`config.mk`:
```
export PLATFORM = sky130hd
export DESIGN_NAME = normal_event_status
export DESIGN_NICKNAME = d
export VERILOG_FILES = /design/src/rtl/normal_event_pkg.sv /design/src/rtl/edge_sync.sv /design/src/rtl/normal_event_status.sv
export SDC_FILE = /design/constraint.sdc
export NUM_CORES = 1
export LEC_CHECK = 0
export BUFFER_PORTS_ARGS = -buffer_cell sky130_fd_sc_hd__buf_2
export CORE_AREA = 10 10 99 101
export CTS_BUF_LIST = sky130_fd_sc_hd__clkbuf_16
export CTS_CLUSTER_DIAMETER = 60
export DETAILED_ROUTE_END_ITERATION = 10
export DIE_AREA = 0 0 109 111
export GPL_ROUTABILITY_DRIVEN = 0
export PLACE_DENSITY_LB_ADDON = 0.12
export SYNTH_ARGS = -nofsm -noshare
export SYNTH_HDL_FRONTEND = slang
export SYNTH_SLANG_ARGS = --single-unit
```
`constraint.sdc`:
```
create_clock -name clk_sys -period 3 [get_ports clk_sys]
set_clock_uncertainty 0.1 [all_clocks]
set_input_delay 0.45 -clock clk_sys [delete_from_list [all_inputs] [get_ports clk_sys]]
set_output_delay 0.45 -clock clk_sys [all_outputs]
set_load 0.1 [all_outputs]
```
`src/rtl/normal_event_pkg.sv`:
```
// Operation
// - set removal flag on card-present fall
// - set insertion flag on card-present rise
// - set read-ready flag on read-enable rise
// - set write-ready flag on write-enable rise
// - set DMA flag at selected buffer boundary
// - no DMA flag after transfer complete
// - gap flag only while stop request set
// - read gap flag on DAT-active fall
// - read stop needs read wait support
// - write gap flag on write-active fall
// - flags reset zero, cleared by writing one
package normal_event_pkg;

    ////////////////////////////////////////////////////////////////////////////////
    // register byte offsets
    localparam logic [7:0] OFS_EVENT_STATUS = 8'h00;
    localparam logic [7:0] OFS_EVENT_MASK = 8'h04;
    localparam logic [7:0] OFS_CONTROL = 8'h08;
    localparam logic [7:0] OFS_PRESENT = 8'h0C;

    ////////////////////////////////////////////////////////////////////////////////
    // event status / mask field positions
    localparam int BIT_CARD_REMOVAL = 7;
    localparam int BIT_CARD_INSERTION = 6;
    localparam int BIT_BUF_READ_READY = 5;
    localparam int BIT_BUF_WRITE_READY = 4;
    localparam int BIT_DMA_EVENT = 3;
    localparam int BIT_BLOCK_GAP = 2;
    localparam logic [15:0] EVENT_IMPL = 16'h00FC;
    localparam logic [15:0] EVENT_STATUS_RESET = 16'h0000;
    localparam logic [15:0] EVENT_MASK_RESET = 16'h0000;

    ////////////////////////////////////////////////////////////////////////////////
    // control register fields
    localparam int BIT_STOP_GAP_REQ = 0;
    localparam int BIT_READ_WAIT_ON = 1;
    localparam int POS_BOUNDARY_SEL = 4;
    localparam int BOUNDARY_SEL_W = 3;
    localparam logic [7:0] CONTROL_RESET = 8'h00;
    localparam int BOUNDARY_BASE_LOG2 = 12;

    ////////////////////////////////////////////////////////////////////////////////
    // positions of the link-side inputs in the synchronised bundle
    localparam int LNK_SDCLK = 0;
    localparam int LNK_CARD_IN = 1;
    localparam int LNK_BUF_RD_EN = 2;
    localparam int LNK_BUF_WR_EN = 3;
    localparam int LNK_DAT_ACTIVE = 4;
    localparam int LNK_WR_ACTIVE = 5;
    localparam int LNK_IS_READ = 6;
    localparam int LNK_W = 7;

    ////////////////////////////////////////////////////////////////////////////////
    // transfer tracking states
    typedef enum logic [2:0] {
        XFER_IDLE = 3'b001,
        XFER_RUN = 3'b010,
        XFER_DONE = 3'b100
    } xfer_state_t;

endpackage : normal_event_pkg

```
`src/rtl/edge_sync.sv`:
```
`timescale 1ns/1ps
`default_nettype none
module edge_sync #(
    parameter int W = 1
) (
    // clock and reset
    input wire logic clk_sys,
    input wire logic rst,
    // asynchronous inputs
    input wire logic [W-1:0] din,
    // synchronised level and one-cycle edges
    output logic [W-1:0] level,
    output logic [W-1:0] rise,
    output logic [W-1:0] fall
);

    ////////////////////////////////////////////////////////////////////////////////
    logic [W-1:0] meta;
    logic [W-1:0] prev;

    // first stage feeds only the second
    always_ff @(posedge clk_sys) begin
        if (rst) begin
            meta <= '0;
            level <= '0;
        end else begin
            meta <= din;
            level <= meta;
        end
    end

    always_ff @(posedge clk_sys) begin
        if (rst) begin
            prev <= '0;
        end else begin
            prev <= level;
        end
    end

    assign rise = level & ~prev;
    assign fall = prev & ~level;

endmodule : edge_sync
`default_nettype wire

```
`src/rtl/normal_event_status.sv`:
```
// The placing of the registers and the APB slave port were chosen for this implementation.
`timescale 1ns/1ps
`default_nettype none
module normal_event_status #(
    parameter int ADDR_W = 8,
    parameter int DMA_ADDR_W = 32
) (
    // clock and reset
    input wire logic clk_sys,
    input wire logic rst,
    // apb slave
    input wire logic [ADDR_W-1:0] paddr,
    input wire logic psel,
    input wire logic penable,
    input wire logic pwrite,
    input wire logic [31:0] pwdata,
    input wire logic [3:0] pstrb,
    output logic [31:0] prdata,
    output logic pready,
    output logic pslverr,
    // interrupt
    output logic irq,
    // link side, asynchronous to clk_sys
    input wire logic sdclk,
    input wire logic card_inserted,
    input wire logic buf_read_en,
    input wire logic buf_write_en,
    input wire logic dat_line_active,
    input wire logic write_xfer_active,
    input wire logic xfer_is_read,
    // dma engine, on clk_sys
    input wire logic xfer_start,
    input wire logic xfer_complete,
    input wire logic dma_step,
    input wire logic [DMA_ADDR_W-1:0] dma_addr
);

    ////////////////////////////////////////////////////////////////////////////////
    // declarations
    logic [normal_event_pkg::LNK_W-1:0] lnk_raw;
    logic [normal_event_pkg::LNK_W-1:0] lnk_lvl;
    logic [normal_event_pkg::LNK_W-1:0] lnk_rise;
    logic [normal_event_pkg::LNK_W-1:0] lnk_fall;

    logic [15:0] event_status;
    logic [15:0] event_mask;
    logic [7:0] control;
    logic [15:0] event_set;
    logic [15:0] event_clr;

    logic stop_gap_req;
    logic read_wait_on;
    logic [normal_event_pkg::BOUNDARY_SEL_W-1:0] boundary_sel;

    logic dat_sd;
    logic wr_sd;
    logic rd_gap_fall;
    logic wr_gap_fall;
    logic sd_is_read;

    normal_event_pkg::xfer_state_t xfer_state;
    normal_event_pkg::xfer_state_t next_xfer_state;
    logic [DMA_ADDR_W-1:0] dma_addr_prev;
    logic dma_cross;

    logic acc_phase;
    logic wr_take;
    logic rd_take;
    logic [31:0] next_prdata;
    logic next_pslverr;
    logic [31:0] wmask32;
    logic [15:0] wmask16;
    logic [7:0] wmask8;
    logic [15:0] next_event_status;

    ////////////////////////////////////////////////////////////////////////////////
    // functions
    function automatic logic addr_hit(
        input logic [ADDR_W-1:0] a,
        input logic [7:0] ofs
    );
        addr_hit = (a == ADDR_W'(ofs));
    endfunction : addr_hit

    function automatic logic addr_mapped(input logic [ADDR_W-1:0] a);
        addr_mapped = addr_hit(a, normal_event_pkg::OFS_EVENT_STATUS) ||
            addr_hit(a, normal_event_pkg::OFS_EVENT_MASK) ||
            addr_hit(a, normal_event_pkg::OFS_CONTROL) ||
            addr_hit(a, normal_event_pkg::OFS_PRESENT);
    endfunction : addr_mapped

    // index of the host dma buffer that holds an address
    function automatic logic [DMA_ADDR_W-1:0] buf_index(
        input logic [DMA_ADDR_W-1:0] a,
        input logic [normal_event_pkg::BOUNDARY_SEL_W-1:0] sel
    );
        buf_index = a >> (normal_event_pkg::BOUNDARY_BASE_LOG2 + int'(sel));
    endfunction : buf_index

    // byte enables widened to a bit mask
    function automatic logic [31:0] strb_mask(input logic [3:0] s);
        strb_mask = {{8{s[3]}}, {8{s[2]}}, {8{s[1]}}, {8{s[0]}}};
    endfunction : strb_mask

    ////////////////////////////////////////////////////////////////////////////////
    // link-side synchronisation
    assign lnk_raw = {xfer_is_read, write_xfer_active, dat_line_active,
        buf_write_en, buf_read_en, card_inserted, sdclk};

    edge_sync #(
        .W(normal_event_pkg::LNK_W)
    ) u_link_sync (
        .clk_sys(clk_sys),
        .rst(rst),
        .din(lnk_raw),
        .level(lnk_lvl),
        .rise(lnk_rise),
        .fall(lnk_fall)
    );

    ////////////////////////////////////////////////////////////////////////////////
    // control fields
    assign stop_gap_req = control[normal_event_pkg::BIT_STOP_GAP_REQ];
    assign read_wait_on = control[normal_event_pkg::BIT_READ_WAIT_ON];
    assign boundary_sel = control[normal_event_pkg::POS_BOUNDARY_SEL +:
        normal_event_pkg::BOUNDARY_SEL_W];

    ////////////////////////////////////////////////////////////////////////////////
    // active-status sampling at sd bus timing
    // the transfer flags change with the card clock, so they are looked at only
    // on its rising edges; a fall seen between edges is not a bus-timed stop
    always_ff @(posedge clk_sys) begin
        if (rst) begin
            dat_sd <= 1'b0;
            wr_sd <= 1'b0;
            sd_is_read <= 1'b0;
            rd_gap_fall <= 1'b0;
            wr_gap_fall <= 1'b0;
        end else begin
            rd_gap_fall <= 1'b0;
            wr_gap_fall <= 1'b0;
            if (lnk_rise[normal_event_pkg::LNK_SDCLK]) begin
                dat_sd <= lnk_lvl[normal_event_pkg::LNK_DAT_ACTIVE];
                wr_sd <= lnk_lvl[normal_event_pkg::LNK_WR_ACTIVE];
                sd_is_read <= lnk_lvl[normal_event_pkg::LNK_IS_READ];
                rd_gap_fall <= dat_sd & ~lnk_lvl[normal_event_pkg::LNK_DAT_ACTIVE]
                    & sd_is_read;
                wr_gap_fall <= wr_sd & ~lnk_lvl[normal_event_pkg::LNK_WR_ACTIVE]
                    & ~sd_is_read;
            end
        end
    end

    ////////////////////////////////////////////////////////////////////////////////
    // transfer tracking for the dma boundary event
    always_comb begin
        next_xfer_state = xfer_state;
        unique case (xfer_state)
            normal_event_pkg::XFER_IDLE: begin
                if (xfer_start) begin
                    next_xfer_state = normal_event_pkg::XFER_RUN;
                end
            end
            normal_event_pkg::XFER_RUN: begin
                if (xfer_complete) begin
                    next_xfer_state = normal_event_pkg::XFER_DONE;
                end
            end
            normal_event_pkg::XFER_DONE: begin
                if (xfer_start) begin
                    next_xfer_state = normal_event_pkg::XFER_RUN;
                end
            end
            default: begin
                next_xfer_state = normal_event_pkg::XFER_IDLE;
            end
        endcase
    end

    always_ff @(posedge clk_sys) begin
        if (rst) begin
            xfer_state <= normal_event_pkg::XFER_IDLE;
        end else begin
            xfer_state <= next_xfer_state;
        end
    end

    always_ff @(posedge clk_sys) begin
        if (rst) begin
            dma_addr_prev <= '0;
        end else begin
            dma_addr_prev <= dma_addr;
        end
    end

    // crossing into the next buffer while running and before completion
    assign dma_cross = dma_step &&
        (xfer_state == normal_event_pkg::XFER_RUN) && !xfer_complete &&
        (buf_index(dma_addr, boundary_sel) != buf_index(dma_addr_prev, boundary_sel));

    ////////////////////////////////////////////////////////////////////////////////
    // event set terms
    always_comb begin
        event_set = 16'h0000;
        event_set[normal_event_pkg::BIT_CARD_REMOVAL] =
            lnk_fall[normal_event_pkg::LNK_CARD_IN];
        event_set[normal_event_pkg::BIT_CARD_INSERTION] =
            lnk_rise[normal_event_pkg::LNK_CARD_IN];
        event_set[normal_event_pkg::BIT_BUF_READ_READY] =
            lnk_rise[normal_event_pkg::LNK_BUF_RD_EN];
        event_set[normal_event_pkg::BIT_BUF_WRITE_READY] =
            lnk_rise[normal_event_pkg::LNK_BUF_WR_EN];
        event_set[normal_event_pkg::BIT_DMA_EVENT] = dma_cross;
        // a read stop needs read wait enabled in the control register
        event_set[normal_event_pkg::BIT_BLOCK_GAP] = stop_gap_req &&
            ((rd_gap_fall && read_wait_on) || wr_gap_fall);
    end

    ////////////////////////////////////////////////////////////////////////////////
    // apb access decode
    assign acc_phase = psel & penable & pready;
    assign wr_take = acc_phase & pwrite;
    assign rd_take = acc_phase & ~pwrite;
    assign wmask32 = strb_mask(pstrb);
    assign wmask16 = wmask32[15:0];
    assign wmask8 = wmask32[7:0];

    always_comb begin
        event_clr = 16'h0000;
        if (wr_take && addr_hit(paddr, normal_event_pkg::OFS_EVENT_STATUS)) begin
            event_clr = pwdata[15:0] & wmask16 & normal_event_pkg::EVENT_IMPL;
        end
    end

    ////////////////////////////////////////////////////////////////////////////////
    // sticky event flags, one per implemented bit; a set in the clearing cycle wins
    genvar gi;
    generate
        for (gi = 0; gi < 16; gi++) begin : g_flag
            if (normal_event_pkg::EVENT_IMPL[gi]) begin : g_impl
                assign next_event_status[gi] = event_set[gi] |
                    (event_status[gi] & ~event_clr[gi]);
            end else begin : g_none
                assign next_event_status[gi] = 1'b0;
            end
        end
    endgenerate

    // one process owns the whole status word
    always_ff @(posedge clk_sys) begin
        if (rst) begin
            event_status <= normal_event_pkg::EVENT_STATUS_RESET;
        end else begin
            event_status <= next_event_status;
        end
    end

    ////////////////////////////////////////////////////////////////////////////////
    // mask and control registers
    always_ff @(posedge clk_sys) begin
        if (rst) begin
            event_mask <= normal_event_pkg::EVENT_MASK_RESET;
        end else if (wr_take && addr_hit(paddr, normal_event_pkg::OFS_EVENT_MASK)) begin
            event_mask <= ((pwdata[15:0] & wmask16) | (event_mask & ~wmask16))
                & normal_event_pkg::EVENT_IMPL;
        end
    end

    always_ff @(posedge clk_sys) begin
        if (rst) begin
            control <= normal_event_pkg::CONTROL_RESET;
        end else if (wr_take && addr_hit(paddr, normal_event_pkg::OFS_CONTROL)) begin
            control <= (pwdata[7:0] & wmask8) | (control & ~wmask8);
        end
    end

    ////////////////////////////////////////////////////////////////////////////////
    // interrupt output
    always_ff @(posedge clk_sys) begin
        if (rst) begin
            irq <= 1'b0;
        end else begin
            irq <= |(event_status & event_mask);
        end
    end

    ////////////////////////////////////////////////////////////////////////////////
    // apb read data and handshake
    always_comb begin
        next_prdata = 32'h0000_0000;
        next_pslverr = !addr_mapped(paddr);
        if (addr_hit(paddr, normal_event_pkg::OFS_EVENT_STATUS)) begin
            next_prdata = {16'h0000, event_status};
        end else if (addr_hit(paddr, normal_event_pkg::OFS_EVENT_MASK)) begin
            next_prdata = {16'h0000, event_mask};
        end else if (addr_hit(paddr, normal_event_pkg::OFS_CONTROL)) begin
            next_prdata = {24'h00_0000, control};
        end else if (addr_hit(paddr, normal_event_pkg::OFS_PRESENT)) begin
            next_prdata = {26'h000_0000,
                lnk_lvl[normal_event_pkg::LNK_IS_READ],
                lnk_lvl[normal_event_pkg::LNK_WR_ACTIVE],
                lnk_lvl[normal_event_pkg::LNK_DAT_ACTIVE],
                lnk_lvl[normal_event_pkg::LNK_BUF_WR_EN],
                lnk_lvl[normal_event_pkg::LNK_BUF_RD_EN],
                lnk_lvl[normal_event_pkg::LNK_CARD_IN]};
        end
    end

    // one wait-free access phase: ready is raised for the cycle after setup
    always_ff @(posedge clk_sys) begin
        if (rst) begin
            pready <= 1'b0;
            pslverr <= 1'b0;
        end else begin
            pready <= psel & ~penable & ~pready;
            pslverr <= psel & ~penable & ~pready & next_pslverr;
        end
    end

    always_ff @(posedge clk_sys) begin
        if (rst) begin
            prdata <= 32'h0000_0000;
        end else if (psel && !penable && !pwrite) begin
            prdata <= next_prdata;
        end else if (rd_take) begin
            prdata <= 32'h0000_0000;
        end
    end

endmodule : normal_event_status
`default_nettype wire

```
==> run metrics, run 1 <==
run status completed; Hold Fails Final Rpt 0; DRT Wirelength approximately 6.6 mm; CP max FO 5; PwrDens between 600 and 700 mW/mm^2; fin nets roughly 480; cts bufs inserted 9; worst vdd ir 0.3274 mV; DRC Markers 0; commonest non-fill, non-tap cells in the layout 77 x dfxtp_1, 62 x buf_2, 42 x nor2b_1; TritonCTS Sinks 77; simple-gate share of the synthesized area 0.1940; Yosys reg bits 77; synth top area cells dfxtp_1 48%, nor2b_1 8.2%, mux2i_1 8.1%, buf_4 6.3%, xor2_1 4.1%; Arrival @ worst endpoint roughly 2000 ps; synth warn 0; Rel. slew slack 0.5554; DP Wirelength roughly 5.0 mm; # diodes 0; critical path data required time 3160 ps; # IOs ~130; Cell variety after synth 41; largest net degree at the start of global routing 47; core box area approximately 0.0080 sq mm; layout cells sized above 1 0.2179; max frequency 0.5390 GHz; setup TNS 0 ps; Post-Synth XOR/XNOR Area 0.05715; Clock Tree Buf Depth 2; Buffers on Ports 62; CP max stage cell nor3_1; die width around 110 um; area leader, netlist dfxtp_1; Initial Utilization 0.4038; Netlist Area Pre-Place roughly 0.0032 sq mm; Synth Area in Adders 0; Max Cap Viol 0; crit-path leading delay family simple AND/OR/NAND/NOR gates; Worst path max stage delay 580 ps; Worst-path clk slew around 60 ps; H-tree Lvls 3; Pre-Repair DR Iteration Count 4; worst path buffer plus inverter count 1; post-CTS setup buffers 0; worst slew pin tran 661.8 ps; Seq/Total Area, Yosys 0.4790; Avg Inst Size Synth between 9 and 10 sq um; WL/cell between 10 and 15 um; post-synthesis mux area share 0.09487; Slew Limit Fails 0; Overflow after GRT 0; post-CTS resize count 0; P&R area growth vs syn 17.81%; CTS tree done; fin crit share 0.6185; hold_buf cts 0; initial antenna violation count 0; total power 2.372 mW; Synth Instances roughly 330; Hold Crit Class input port to flop; most common cell after layout, fill and taps aside dfxtp_1; Final setup viols 0; DR vias/cell between 4 and 5; vias in the first global route 2300; crit-path cells buf_2, nor4_2, nand2_1, nor3_1, o221ai_1, a21oi_1; min Tclk post-route roughly 1900 ps; die area ~0.012 sq mm; first-pass GRT wire length between 10 and 15 mm; RSZ-0062 raised after global routing false; Chip Height roughly 110 um; total number of vias 2244; GRT Util Overall 0.1108; Starting DRT DRC Count 53; CP Capture Type flop; Clock Latency Late Sink 320 ps; Layout Utilization 0.4757; largest family of logic cells by synthesized area simple AND/OR/NAND/NOR gates; Root Driver clkbuf_16; area share of the largest cell type after synthesis 0.4790; Setup CP Type input port to flop; r2r setup slk 1380 ps; Routed Antenna Nets 0; num rows 33; leakage 1.590 nW; Compound-Gate Fraction of Synth Area 0.08204; crit start category input port
[metal layers]
metal	up-vias	wire length, um	GRT usage
met3	5	656	0.04826
met2	67	2997	0.1725
met5	-	0	0
met1	1010	2950	0.1322
met4	0	33	0.03694
li1	1162	-	-
[worst reg2reg max path, stage by stage (launching register included)]
cell and delay [ps]:
dfxtp_1 360, nand2_1 60, nor2_1 220, and4b_2 470, mux2i_1 240, nor2_1 50
[synth_stat cells]
master / n
dfxtp_1: 77
nor2b_1: 42
nor2_1: 28
buf_4: 27
mux2i_1: 26
xor2_1: 15
a21oi_1: 14
nand2_1: 12
inv_1: 9
nand2b_1: 9
clkbuf_1: 6
o21ai_0: 6
xnor2_1: 6
a22oi_1: 5
nor3_1: 5
a211oi_1: 3
a221o_1: 3
a32oi_1: 3
buf_6: 2
mux2_2: 2
nand3_1: 2
nand3b_1: 2
nor4_1: 2
nor4b_1: 2
o221ai_1: 2
a21o_1: 1
a31oi_1: 1
a41oi_1: 1
and2_2: 1
and3_1: 1
and3b_2: 1
and4b_2: 1
buf_2: 1
conb_1: 1
dlygate4sd1_1: 1
mux4_2: 1
nand4_1: 1
nor4_2: 1
nor4bb_1: 1
o21bai_1: 1
or3_4: 1
[cell families (layout without fill, tap and decap cells)]
logic type / Yosys count / count (layout)
AOI/OAI and AO/OA: 40 / 40
and+or+nand+nor: 112 / 112
DFF: 77 / 77
xor gates and xnor gates: 21 / 21
other: 1 / 24
muxes: 29 / 29
buffers and inverters: 46 / 87
[worst paths after layout]
check	end	cells after the start	start
worst max-delay path	prdata[6]	6	paddr[1]
worst min-delay path	u_link_sync.meta[4]	2	dat_line_active
worst max register to register	flop	5	pready
worst min register to register	u_link_sync.level[0]	1	u_link_sync.meta[0]
[layout make-up]
| type | count | area (sq um) |
|---|---|---|
| fill | 787 | 4178 |
| sequential | 77 | 1541 |
| multi-input combinational | 226 | 1468 |
| timing repair buffer | 64 | 337.8 |
| clock buffer | 9 | 225.2 |
| tap | 105 | 131.4 |
| clock inverter | 5 | 53.80 |
| inverter | 9 | 33.78 |
[power by group]
part / switching [mW] / internal (mW) / total, mW
combinational: 0.210 / 0.0728 / 0.283
clock: 0.390 / 0.629 / 1.02
sequential: 0.0155 / 1.05 / 1.07
total: 0.616 / 1.76 / 2.37
[per-stage QoR]
stage	setup WS [ps]	cell area [sq um]	cells	hold slack (ps)
2_1_floorplan	893.9	3304	349	313.8
3_3_place_gp	818.1	3512	481	322.4
3_5_place_dp	829.3	3512	481	322.0
4_1_cts	1143	3791	495	216.0
5_1_grt	1004	3791	495	223.4
6_report	1145	3791	495	230.5
No activity file was read; power rests on OpenSTA's default activity.
==> run 2: changes to the inputs <==
clock period = 1.73 ns   (was 3 ns; I/O delays follow)
==> run 2 against run 1 <==
  * Setup slack worse by 890 ps
  * Clock-buffer cell count up 1
  * Largest cell class unchanged
  * Sequential cell count unchanged
  * Sequential power up 73%
  * Cell count up 2.2%
  * Global-route usage up 0.17 points
  * First-iteration DRC count up 21%
  * Register-to-register slack worse by 1100 ps
  * Critical path type is now flop to flop
  * Die area unchanged
  * Final area up 3.6%
==> run metrics, run 2 (synthesized netlist as in run 1, its figures left out) <==
met2 WL post-DR 2.914 mm (-2.8%); num rows 33 (unchanged); DRC Markers 0 (unchanged); Layout Utilization 0.4929 (+0.01711); GRT Util Overall 0.1124 (+0.001677); Starting DRT DRC Count 64 (+21%); Hold Fails Final Rpt 0 (unchanged); Pre-Repair DR Iteration Count 4 (unchanged); r2r setup slk 250 ps (-1130 ps); post-CTS resize count 0 (unchanged); Arrival @ worst endpoint 1600 ps (-410 ps); CP Capture Type flop; most common cell after layout, fill and taps aside dfxtp_1; min-delay src xfer_is_read; fin crit share 0.8548; WL/cell 13.36 um (-0.35%); Setup CP Type flop to flop; initial antenna violation count 0 (unchanged); H-tree Lvls 3 (unchanged); die area 0.01210 sq mm (unchanged); RSZ-0062 raised after global routing false; Final setup viols 0 (unchanged); Initial Utilization 0.4038 (unchanged); Worst path max stage delay 350 ps (-230 ps); hold path cells 2 (unchanged); min Tclk post-route 1479 ps; layout cells sized above 1 0.2419 (+0.02395); DP Wirelength 5.244 mm (+3.9%); fin nets 488 (+2.1%); Clock Tree Buf Depth 2 (unchanged); top routing layer used met4; FILL cells 765 (-2.8%); core box area 0.007969 sq mm (unchanged); # diodes 0 (unchanged); Overflow after GRT 0 (unchanged); P&R area growth vs syn 22.05%; leakage 1.677 nW (+5.4%); vias in the first global route 2395 (+4.1%); PwrDens 1113 mW/mm^2 (+78%); total power 4.371 mW (+84%); worst-case reg-to-reg path depth 7 (+2); total number of vias 2300 (+2.5%); Worst-path clk slew 60 ps (about the same); run status completed; hold_buf cts 0 (unchanged); critical path data required time 1850 ps (-1310 ps); DRT Wirelength 6.762 mm (+1.9%); RR Startpoint pready; largest net degree at the start of global routing 43 (-8.5%); wire length on met1 3.082 mm (+4.5%); # IOs 126 (unchanged); crit start category flop; Slew Limit Fails 0 (unchanged); die width 109 um (unchanged); Chip Height 111 um (unchanged); commonest non-fill, non-tap cells in the layout 76 x dfxtp_1, 62 x buf_2, 42 x nor2b_1; Met3 Wirelength 702 um (+7.0%); post-CTS setup buffers 0 (unchanged); CP max FO 6 (+1); max frequency between 0.6 and 0.7 GHz; crit-path cells nand2_1, nor2_1, buf_4, and3_1, buf_12, mux2i_1, nor2_1; cts bufs inserted 9 (unchanged); WHS Endpoint u_link_sync.meta[6]; CTS tree done; CP dominant cell by count nor2_1; Max Cap Viol 0 (unchanged); CP max stage cell dfxtp_4; sequential cell area 0.001545 sq mm (+0.24%); Hold Crit Class input port to flop; DR vias/cell 4.545 (+0.27%); TritonCTS Sinks 77 (unchanged); first-pass GRT wire length 10.90 mm (+1.5%); Routed Antenna Nets 0 (unchanged); area of the multi-input gates 0.001468 sq mm (unchanged); Clock Latency Late Sink 330 ps (about the same); Root Driver clkbuf_16; Buffers on Ports 62 (unchanged); worst vdd ir 0.7139 mV (+120%)
[run 2: report_power, final]
part | total [mW] | internal [mW] | leakage (nW) | switching, mW
combinational | 0.498 | 0.131 | 0.881 | 0.367
sequential | 1.85 | 1.83 | 0.631 | 0.0269
clock | 2.02 | 1.33 | 0.165 | 0.688
total | 4.37 | 3.29 | 1.68 | 1.08
[run 2: final cells by class]
| class | count | share of cell area |
|---|---|---|
| flip-flops and latches | 77 | 0.3934 |
| multi-input cells | 226 | 0.3737 |
| repair buffers | 74 | 0.1083 |
| clock buffers | 10 | 0.06371 |
| well taps | 105 | 0.03345 |
| clock inverters | 5 | 0.01880 |
| inverters | 9 | 0.008601 |
[run 2: stage by stage]
step	hold slack [ps]	area, sq um	worst slack, ps	instances	setup TNS (ps)
5_1_grt	45.98	3928	128.7	506	0
3_3_place_gp	320.8	3603	-46.98	491	-204.2
2_1_floorplan	242.9	3308	102.0	349	0
4_1_cts	29.42	3928	255.2	506	0
6_report	44.42	3928	251.1	506	0
3_5_place_dp	320.4	3603	-72.93	491	-354.2
[run 2: worst max-delay path: cells and delay by family, from the launching register on]
kind,cells,cell delay (ps)
muxes,1,190
DFF,1,350
buffers and inverters,2,280
and+or+nand+nor,4,460
[run 2: worst max-delay path by stage]
stage,end,cells past startpoint,slack (ps),startpoint
floorplan,flop,6,100,pready
global placement,prdata[3],6,-50,paddr[1]
detailed placement,prdata[3],6,-70,paddr[1]
CTS,flop,7,260,pready
global route,flop,7,130,pready
finish,flop,7,250,pready
[run 2: metal layers]
layer  vias up  global-route usage
li1       1187                   -
met1      1030              0.1346
met2        76              0.1717
met3         7             0.05465
met4         0             0.03518
met5         -                   0
==> run 3: changes to the inputs <==
CORE_AREA = 10 10 93 95   (was 10 10 99 101)
DIE_AREA = 0 0 103 105   (was 0 0 109 111)
==> run 3 against run 2 <==
  * Routed wire length is 1.4% lower
  * Register-to-register slack worse by 80 ps
  * Sequential cell count stayed put
  * Combinational power hardly changed
==> run metrics, run 3 (synthesized netlist as in run 1, its figures left out) <==
run status completed; Final setup viols 0 (unchanged); Worst path max stage delay 350 ps (about the same); DRC Markers 0 (unchanged); DRT Wirelength 6.665 mm (-1.4%); worst vdd ir 0.5526 mV (-23%); critical path data required time 1850 ps (about the same); Arrival @ worst endpoint 1670 ps (+70 ps); Hold Crit Class input port to flop; total number of vias 2296 (-0.17%); min Tclk post-route 1555 ps (+76.19 ps); initial antenna violation count 0 (unchanged); Setup CP Type flop to flop; Buffers on Ports 62 (unchanged); Slew Limit Fails 0 (unchanged); fin crit share 0.8989 (+0.04404); Starting DRT DRC Count 77 (+20%); DP Wirelength 5.088 mm (-3.0%); fin worst setup slack 174.9 ps (-76.19 ps); fin nets 487 (-0.20%); CP Capture Type flop; post-CTS resize count 0 (unchanged); hold path cells 2 (unchanged); cts bufs inserted 9 (unchanged); Hold Fails Final Rpt 0 (unchanged); H-tree Lvls 3 (unchanged); PwrDens 1139 mW/mm^2 (+2.4%); die width 103 um (-5.5%); CP max stage cell dfxtp_4; Pre-Repair DR Iteration Count 4 (unchanged); Chip Height 105 um (-5.4%); CTS tree done; # IOs 126 (unchanged); min-delay src sdclk; Clock Latency Late Sink 330 ps (about the same); CP max FO 8 (+2); worst-case reg-to-reg path depth 6 (-1); Worst-path clk slew 60 ps (about the same); CP startpoint pready; die area 0.01082 sq mm (-11%); Place WS -54.25 ps (+18.68 ps); max frequency 0.6431 GHz (-4.9%); core box area 0.006756 sq mm (-15%); GRT Util Overall 0.1231 (+0.01067); vias in the first global route 2255 (-5.8%); CP dominant cell by count nor2_1; post-CTS setup buffers 0 (unchanged); TritonCTS Sinks 77 (unchanged); Max Cap Viol 0 (unchanged); leakage 1.675 nW (about the same); P&R area growth vs syn 21.35%; num rows 30 (-9.1%); # diodes 0 (unchanged); first-pass GRT wire length 10.50 mm (-3.7%); most common cell after layout, fill and taps aside dfxtp_1; DR vias/cell 4.773 (+5.0%); Initial Utilization 0.4763 (+0.07247); Root Driver clkbuf_16; hold_buf cts 0 (unchanged); Overflow after GRT 0 (unchanged); layout cells sized above 1 0.2394 (-0.002494); crit-path cells nand2_1, nor2_1, and4b_2, buf_12, mux2i_1, nor2_1; Routed Antenna Nets 0 (unchanged); crit start category flop; Clock Tree Buf Depth 2 (unchanged); largest net degree at the start of global routing 28 (-35%); commonest non-fill, non-tap cells in the layout 76 x dfxtp_1, 62 x buf_2, 42 x nor2b_1; RSZ-0062 raised after global routing false; Layout Utilization 0.5780 (+0.08511); WL/cell 13.86 um (+3.7%); RR Startpoint pready
## run 3: critical path: cells and delay by family (launching register included)
family,cells,cell delay (ps)
AND/OR/NAND/NOR,4,640
flip-flops,1,350
multiplexers,1,220
buffers and inverters,1,140
## run 3: through the flow
stage | power, mW | hold WS, ps | TNS [ps] | cell area, sq um | std cells
final | 4.449 | 40.61 | 0 | 3905 | 481
after global placement | 2.383 | 319.0 | -104.8 | 3565 | 465
after detailed placement | 2.389 | 320.4 | -283.1 | 3565 | 465
after global routing | 4.604 | 43.96 | 0 | 3905 | 481
after floorplan | 2.317 | 242.9 | 0 | 3308 | 349
after CTS | 4.499 | 28.96 | 0 | 3905 | 481
## run 3: worst paths after layout
| kind | to | slack [ps] |
|---|---|---|
| min | u_link_sync.meta[0] | 40 |
| max | flop | 170 |
| max reg2reg | flop | 170 |
| min reg2reg | u_link_sync.level[0] | 330 |
## run 3: where the power goes
part	internal, mW	switching (mW)	total [mW]
clock network	1.40	0.696	2.10
registers	1.83	0.0271	1.85
logic	0.131	0.365	0.496
total	3.36	1.09	4.45
## run 3: routing by layer
layer,wire [um],up-vias,GRT usage
li1,-,1185,-
met1,3167,1022,0.1572
met2,2749,82,0.1731
met3,634,7,0.04480
met4,114,0,0.06958
met5,0,-,0
## run 3: area by class of cell
| type | count | area [sq um] |
|---|---|---|
| Fill cell | 615 | 2851 |
| Clock inverter | 7 | 115.1 |
| Inverter | 9 | 33.78 |
| Multi-Input combinational cell | 226 | 1468 |
| Sequential cell | 77 | 1545 |
| Timing Repair Buffer | 73 | 417.9 |
| Tap cell | 80 | 100.1 |
| Clock buffer | 9 | 225.2 |
